$ cat config.mk
export PLATFORM = sky130hd
export DESIGN_NAME = simple_i2c_error_recovery
export DESIGN_NICKNAME = d
export VERILOG_FILES = /design/src/verilog/i2c_err_pkg.sv /design/src/verilog/simple_i2c_error_recovery.sv
export VERILOG_INCLUDE_DIRS = /design/src /design/src/verilog
export SDC_FILE = /design/constraint.sdc
export NUM_CORES = 1
export LEC_CHECK = 0
export BUFFER_PORTS_ARGS = -buffer_cell sky130_fd_sc_hd__buf_4
export CORE_MARGIN = 2
export CORE_UTILIZATION = 45
export DETAILED_ROUTE_END_ITERATION = 6
export PLACE_DENSITY = 0.67
export SYNTH_ARGS = -nofsm -noshare
export SYNTH_HDL_FRONTEND = slang
export SYNTH_SLANG_ARGS = --single-unit
$ cat constraint.sdc
create_clock -name i_clock -period 4.55 [get_ports i_clock]
set_input_delay 0.91 -clock i_clock [delete_from_list [all_inputs] [get_ports i_clock]]
set_output_delay 0.91 -clock i_clock [all_outputs]
set_load 0.03 [all_outputs]
$ cat src/verilog/i2c_err_defs.svh
// Constants for the simplified I2C error recovery block
`ifndef I2C_ERR_DEFS_SVH
`define I2C_ERR_DEFS_SVH
// Status and clear bit positions
`define OVR_BIT   0
`define PAR_BIT   1
// Reset values
`define DATA_RST  8'h00
`define FLAG_RST  2'h0
// Supported unit/channel pairs, as {unit,channel}
`define PAIR_02   3'h2
`define PAIR_03   3'h3
`define PAIR_10   3'h4
`define PAIR_11   3'h5
// Wait after peripheral enable before prescaler writes, in clocks
`define PRE_WAIT  3'h4
// Index of the last data bit in one frame (address or data byte)
`define BIT_LAST  3'h7
`endif

$ cat src/verilog/i2c_err_pkg.sv
// Types for the simplified I2C error recovery block
package i2c_err_pkg;
  // Error flags as seen in the channel status register
  typedef struct packed {
    logic parity;   // Slave gave no acknowledge
    logic overrun;  // Byte lost, buffer still full
  } err_flags_t;
  // Bit engine states
  typedef enum logic [1:0] {
    ST_IDLE = 2'b00,
    ST_DATA = 2'b01,
    ST_ACK  = 2'b10
  } bit_state_t;
endpackage

$ cat src/verilog/simple_i2c_error_recovery.sv
// Simplified I2C master channel with error flagging and stop/start recovery
// How it works
// Buffer read clears full flag, reopens reception
// Software reads data buffer first
// Software then reads status, keeps value
// Clear write clears only its 1 bits
// Flag overrun and missing acknowledge
// Stop trigger clears enable, halts channel
// Start trigger sets enable, resumes channel
// Software clears flags, stops, releases bus
// Software may instead repeat start
// Wait four clocks before prescaler write
// Only pairs 02, 03, 10, 11 work
// Error flags sticky until cleared
`timescale 1ns/1ns
`default_nettype none
`include "i2c_err_defs.svh"
module simple_i2c_error_recovery (
  input  wire logic       i_clock,          // 125 MHz clock
  input  wire logic       i_nrst,           // Async reset, active low
  input  wire logic [2:0] i_pair,           // {unit,channel} of this channel
  input  wire logic       i_buf_read,       // Pulse: data buffer read
  input  wire logic       i_clear_write,    // Pulse: flag clear write
  input  wire logic [1:0] i_clear_value,    // Value written to clear
  input  wire logic       i_stop_trigger,   // Pulse: stop trigger
  input  wire logic       i_start_trigger,  // Pulse: start trigger
  input  wire logic       i_periph_enable,  // Peripheral enable level
  input  wire logic       i_scl,            // Bus clock from the line
  input  wire logic       i_sda,            // Bus data from the line
  output logic [7:0]      o_data,           // Receive data buffer
  output logic            o_buffer_full,    // Buffer full flag
  output logic [1:0]      o_status,         // Error flags {parity,overrun}
  output logic            o_enable_status,  // Channel enable status
  output logic            o_prescaler_ok    // Prescaler may be written
);
  ////////////////////////////////////////////////////////////////////////////
  // Pin input synchronisers, three stages
  logic [2:0] scl_sync_reg;  // Bus clock stages
  logic [2:0] sda_sync_reg;  // Bus data stages
  logic       scl_reg;       // Filtered bus clock
  // Shift the pins in
  always_ff @(posedge i_clock or negedge i_nrst) begin
    if (!i_nrst) begin
      scl_sync_reg <= 3'h7;
      sda_sync_reg <= 3'h7;
      scl_reg      <= 1'b1;
    end else begin
      scl_sync_reg <= {scl_sync_reg[1:0], i_scl};
      sda_sync_reg <= {sda_sync_reg[1:0], i_sda};
      if (scl_sync_reg[1] == scl_sync_reg[2]) begin
        scl_reg <= scl_sync_reg[2];
      end
    end
  end
  // Rising edge once stages two and three agree
  wire scl_rise = (scl_sync_reg[1] == scl_sync_reg[2]) && scl_sync_reg[2] && !scl_reg;
  wire sda_bit  = sda_sync_reg[2];

  ////////////////////////////////////////////////////////////////////////////
  // Pair check
  function automatic logic pair_ok(input logic [2:0] p);
    pair_ok = (p == `PAIR_02) || (p == `PAIR_03) || (p == `PAIR_10) || (p == `PAIR_11);
  endfunction
  // Pair gating of operation
  wire chan_legal = pair_ok(i_pair);

  ////////////////////////////////////////////////////////////////////////////
  // Channel enable and bit engine
  i2c_err_pkg::bit_state_t state_reg;     // Engine state
  logic [2:0]              bit_cnt_reg;   // Bit index in frame
  logic [7:0]              shift_reg;     // Incoming byte
  logic                    en_reg;        // Channel enable status
  logic [7:0]              data_reg;      // Receive buffer
  logic                    full_reg;      // Buffer full
  i2c_err_pkg::err_flags_t flags_reg;     // Sticky error flags
  logic [2:0]              wait_cnt_reg;  // Clocks since peripheral enable
  logic                    prescaler_ok_reg; // Prescaler may be written
  wire running   = en_reg && chan_legal;
  wire byte_done = running && scl_rise && (state_reg == i2c_err_pkg::ST_DATA)
                   && (bit_cnt_reg == `BIT_LAST);
  wire ack_seen  = running && scl_rise && (state_reg == i2c_err_pkg::ST_ACK);
  // Overrun when a byte lands on a full buffer
  wire set_ovr   = byte_done && full_reg && !i_buf_read;
  // No acknowledge shows as parity error
  wire set_par   = ack_seen && sda_bit;

  // Stop wins over start in the same cycle
  always_ff @(posedge i_clock or negedge i_nrst) begin
    if (!i_nrst) begin
      en_reg <= 1'b0;
    end else if (i_stop_trigger) begin
      en_reg <= 1'b0;
    end else if (i_start_trigger && chan_legal) begin
      en_reg <= 1'b1;
    end
  end

  // Bit engine leaves idle on the next clock, then steps on bus clock rising edges
  always_ff @(posedge i_clock or negedge i_nrst) begin
    if (!i_nrst) begin
      state_reg   <= i2c_err_pkg::ST_IDLE;
      bit_cnt_reg <= 3'h0;
      shift_reg   <= `DATA_RST;
    end else if (!running) begin
      state_reg   <= i2c_err_pkg::ST_IDLE;
      bit_cnt_reg <= 3'h0;
    end else begin
      case (state_reg)
        i2c_err_pkg::ST_IDLE: begin
          state_reg <= i2c_err_pkg::ST_DATA;
        end
        i2c_err_pkg::ST_DATA: begin
          if (scl_rise) begin
            shift_reg   <= {shift_reg[6:0], sda_bit};
            bit_cnt_reg <= bit_cnt_reg + 3'h1;
            if (bit_cnt_reg == `BIT_LAST) begin
              state_reg <= i2c_err_pkg::ST_ACK;
            end
          end
        end
        i2c_err_pkg::ST_ACK: begin
          if (scl_rise) begin
            state_reg <= i2c_err_pkg::ST_DATA;
          end
        end
        default: begin
          state_reg <= i2c_err_pkg::ST_IDLE;
        end
      endcase
    end
  end

  ////////////////////////////////////////////////////////////////////////////
  // Receive buffer
  wire [7:0] new_byte = {shift_reg[6:0], sda_bit};
  // Read empties buffer; a byte arriving keeps it full
  always_ff @(posedge i_clock or negedge i_nrst) begin
    if (!i_nrst) begin
      data_reg <= `DATA_RST;
      full_reg <= 1'b0;
    end else if (byte_done && (!full_reg || i_buf_read)) begin
      data_reg <= new_byte;
      full_reg <= 1'b1;
    end else if (i_buf_read) begin
      full_reg <= 1'b0;
    end
  end

  ////////////////////////////////////////////////////////////////////////////
  // Error flags
  wire clr_ovr = i_clear_write && i_clear_value[`OVR_BIT];
  wire clr_par = i_clear_write && i_clear_value[`PAR_BIT];
  // Sticky flags, set beats clear
  always_ff @(posedge i_clock or negedge i_nrst) begin
    if (!i_nrst) begin
      flags_reg <= `FLAG_RST;
    end else begin
      flags_reg.overrun <= set_ovr || (flags_reg.overrun && !clr_ovr);
      flags_reg.parity  <= set_par || (flags_reg.parity && !clr_par);
    end
  end

  ////////////////////////////////////////////////////////////////////////////
  // Prescaler wait after peripheral enable
  // Next wait count: restart when unpowered, hold at the limit
  wire [2:0] wait_cnt_next = !i_periph_enable ? 3'h0
                           : (wait_cnt_reg != `PRE_WAIT) ? wait_cnt_reg + 3'h1
                           : wait_cnt_reg;
  // Count four clocks before prescaler is writable
  always_ff @(posedge i_clock or negedge i_nrst) begin
    if (!i_nrst) begin
      wait_cnt_reg     <= 3'h0;
      prescaler_ok_reg <= 1'b0;
    end else begin
      wait_cnt_reg     <= wait_cnt_next;
      prescaler_ok_reg <= (wait_cnt_next == `PRE_WAIT);
    end
  end

  ////////////////////////////////////////////////////////////////////////////
  // Outputs, all from flip-flops
  assign o_data          = data_reg;
  assign o_buffer_full   = full_reg;
  assign o_status        = flags_reg;
  assign o_enable_status = en_reg;
  assign o_prescaler_ok  = prescaler_ok_reg;
endmodule
`default_nettype wire

==> key figures <==
Global routing
  • Maximum number of pins on one net before global-route repair: 36
  • Grt ovf: 0
  • Initial antenna violation count: 0
  • Gr usage total: 0.1421
  • First-pass GRT wire length: 3622 µm
  • Number of global-route vias before repair: 858

Power and ir drop
  • P_leak: 0.8554 nW
  • Pwr per Cell Area: 310.2 mW/mm²
  • Peak supply drop: 211.6 µV

Drt
  • Initial drt markers: 26
  • Routed wire length per instance: 12.67 µm
  • DRT antenna net count: 0
  • Number of remaining DRC errors: 0
  • Final wirelength: 2090 µm
  • DR pass1 iterations: 4
  • Detailed-route via count: 870
  • Vias per std cell: 5.273

Synth
  • Yosys top cell by area: dfrtp_1
  • Yosys reg bits: 35
  • Seq/Total Area, Yosys: 0.6301
  • Syn_nets: 119
  • Synth top area share: 0.4991
  • Mapped cell area: 0.001404 mm²
  • Avg Cell Area, Syn: 14.04 µm²
  • YS warnings: 0
  • Dominant cells by area after synthesis: dfrtp_1 (50%), dfstp_2 (13%), mux2_2 (13%)
  • Synth cell types: 26
  • Post-Syn Instances: 100

Worst hold path
  • Worst hold path type: flop to flop
  • Worst Hold Depth: 0

Die
  • I/O pin count: 27
  • Die Span X: 59.86 µm
  • Row cnt: 20
  • Die Height: 59.86 µm
  • Core box area: 0.003003 mm²
  • Starting density of the core: 0.4675
  • Die area: 0.003583 mm²

Critical path
  • Crit path max fanout: 10
  • Worst Path Buf+Inv: 0
  • CP Cell Sequence: ha_1, and4bb_2, nand3_4, nor2_8, mux2_2
  • WP depth: 5
  • Critical path arrival: 2.18 ns
  • Critical Path End Type: flop
  • Worst setup SP type: flop
  • Worst path max stage delay: 0.55 ns
  • Cells on worst reg2reg path: 5
  • Required time of the critical path: 4.77 ns
  • Kind of critical path: flop to flop
  • Crit path max-delay family: simple AND/OR/NAND/NOR gates
  • Slowest cell on crit path: dfstp_2

Placement
  • Setup slack at placement: 2.245 ns
  • IO buf count: 25
  • GPL Wtd Cong: 0.7604
  • Post-detail-place hpwl: 1550 µm

Clock tree
  • TritonCTS clock tree: yes
  • Clk buf depth: 2
  • CTS H-tree depth: 2
  • CTS sink cnt: 35
  • Setup repair bufs after CTS: 0
  • Post-cts sizing count: 0
  • Hold Buf Count CTS: 0
  • Worst-Skew Late Latency: 0.33 ns
  • Clock slew at reported path FFs: 0.09 ns
  • CTS buffer count: 5
  • CTS root buf: clkbuf_4

STA
  • Final max-slew violation count: 0
  • Final setup margin: 2.594 ns
  • Final worst path period need: 1.956 ns
  • Setup TNS: 0 ns
  • Measured slew at the worst slew-check pin: 0.4227 ns
  • Fin. Hold Viols: 0
  • Fmax: 511.3 MHz
  • Setup violations, final: 0
  • Clock skew: 0.005736 ns
  • Max_slew headroom: 0.7182
  • RSZ-0062 raised after global routing: no
  • Final Cycle Share: 0.4299

Finish
  • Commonest non-fill, non-tap cell in the layout: dfrtp_1
  • Area added between synthesis and finish: 19.52%
  • Most frequent cells in the layout: dfrtp_1 (28), buf_4 (25), mux2_2 (16), nor2_1 (7), dfstp_2 (7)
  • Final net count: 150
  • Max FFs per register: 8
  • ANT cells: 0
  • Layout cell share with drive strength beyond 1: 0.4318

Run status
  • Status: finished, final reports clean

Job
  • MaxCap Viol Count: 0
==> logic make-up (layout without fill, tap and decap cells) <==
logic type,after synthesis,count (layout),share of synthesized area
xor gates and xnor gates,2,2,0.01248
buffers and inverters,5,37,0.01425
AOI/OAI and AO/OA,10,10,0.04011
DFF,35,35,0.6301
and+or+nand+nor,25,25,0.1159
adders and majority gates,5,5,0.04456
muxes,18,18,0.1426
==> Yosys cell counts <==
cell	instances
nor3b_1	1
ha_1	5
nand3b_1	1
mux2_2	16
mux2i_1	2
nor2b_1	1
and4bb_2	1
a31oi_1	1
nand2_1	6
dfrtp_1	28
nand4b_1	2
nor2_1	7
nand3_4	1
o21a_1	1
o21ai_0	3
xor2_1	1
xnor2_1	1
inv_1	4
clkbuf_2	1
and2_1	1
o31ai_1	1
nor2_8	1
nand2b_1	2
a21oi_1	4
and3_1	1
dfstp_2	7
==> metrics by stage <==
stage	total power [mW]	util	cells	hold WS [ns]	instance area, µm²
final	0.5204	0.5588	165	0.3605	1678
after global routing	0.5495	0.5588	165	0.3636	1678
after CTS	0.5315	0.5588	165	0.3622	1678
after detailed placement	0.3742	0.5421	157	0.3484	1628
after global placement	0.3714	0.5421	157	0.3463	1628
after floorplan	0.3530	-	100	0.3452	1404
==> power by group <==
group | internal (mW) | total, mW | switching (mW)
sequential | 0.323 | 0.329 | 0.00621
clock | 0.0601 | 0.153 | 0.0933
combinational | 0.0177 | 0.0378 | 0.0201
total | 0.401 | 0.520 | 0.120
==> path summary, 6_finish.rpt <==
check	startpoint	end	slack (ns)
max in group asynchronous	i_nrst	sda_sync_reg[0]	3.71
min in group asynchronous	i_nrst	wait_cnt_reg[2]	0.51
worst min-delay path	sda_sync_reg[1]	sda_sync_reg[2]	0.36
worst max-delay path	scl_sync_reg[1]	o_data[7]	2.59
worst max register to register	scl_sync_reg[1]	o_data[7]	2.59
worst min register to register	sda_sync_reg[1]	sda_sync_reg[2]	0.36
==> per-layer routing <==
metal / vias up / global-route usage / part of all wire
li1: 408 / - / -
met4: 0 / 0.06667 / 0.024
met3: 5 / 0.06926 / 0.059
met5: - / 0 / 0
met2: 25 / 0.2283 / 0.50
met1: 432 / 0.1576 / 0.42
==> cell type report <==
type / instances / area [µm²]
Clock buffer: 7 / 45.04
Clock inverter: 1 / 5.005
Fill cell: 259 / 1325
Inverter: 4 / 15.01
Multi-Input combinational cell: 60 / 499.2
Sequential cell: 35 / 884.6
Tap cell: 33 / 41.29
Timing Repair Buffer: 25 / 187.7
No activity file was read; power rests on OpenSTA's default activity.
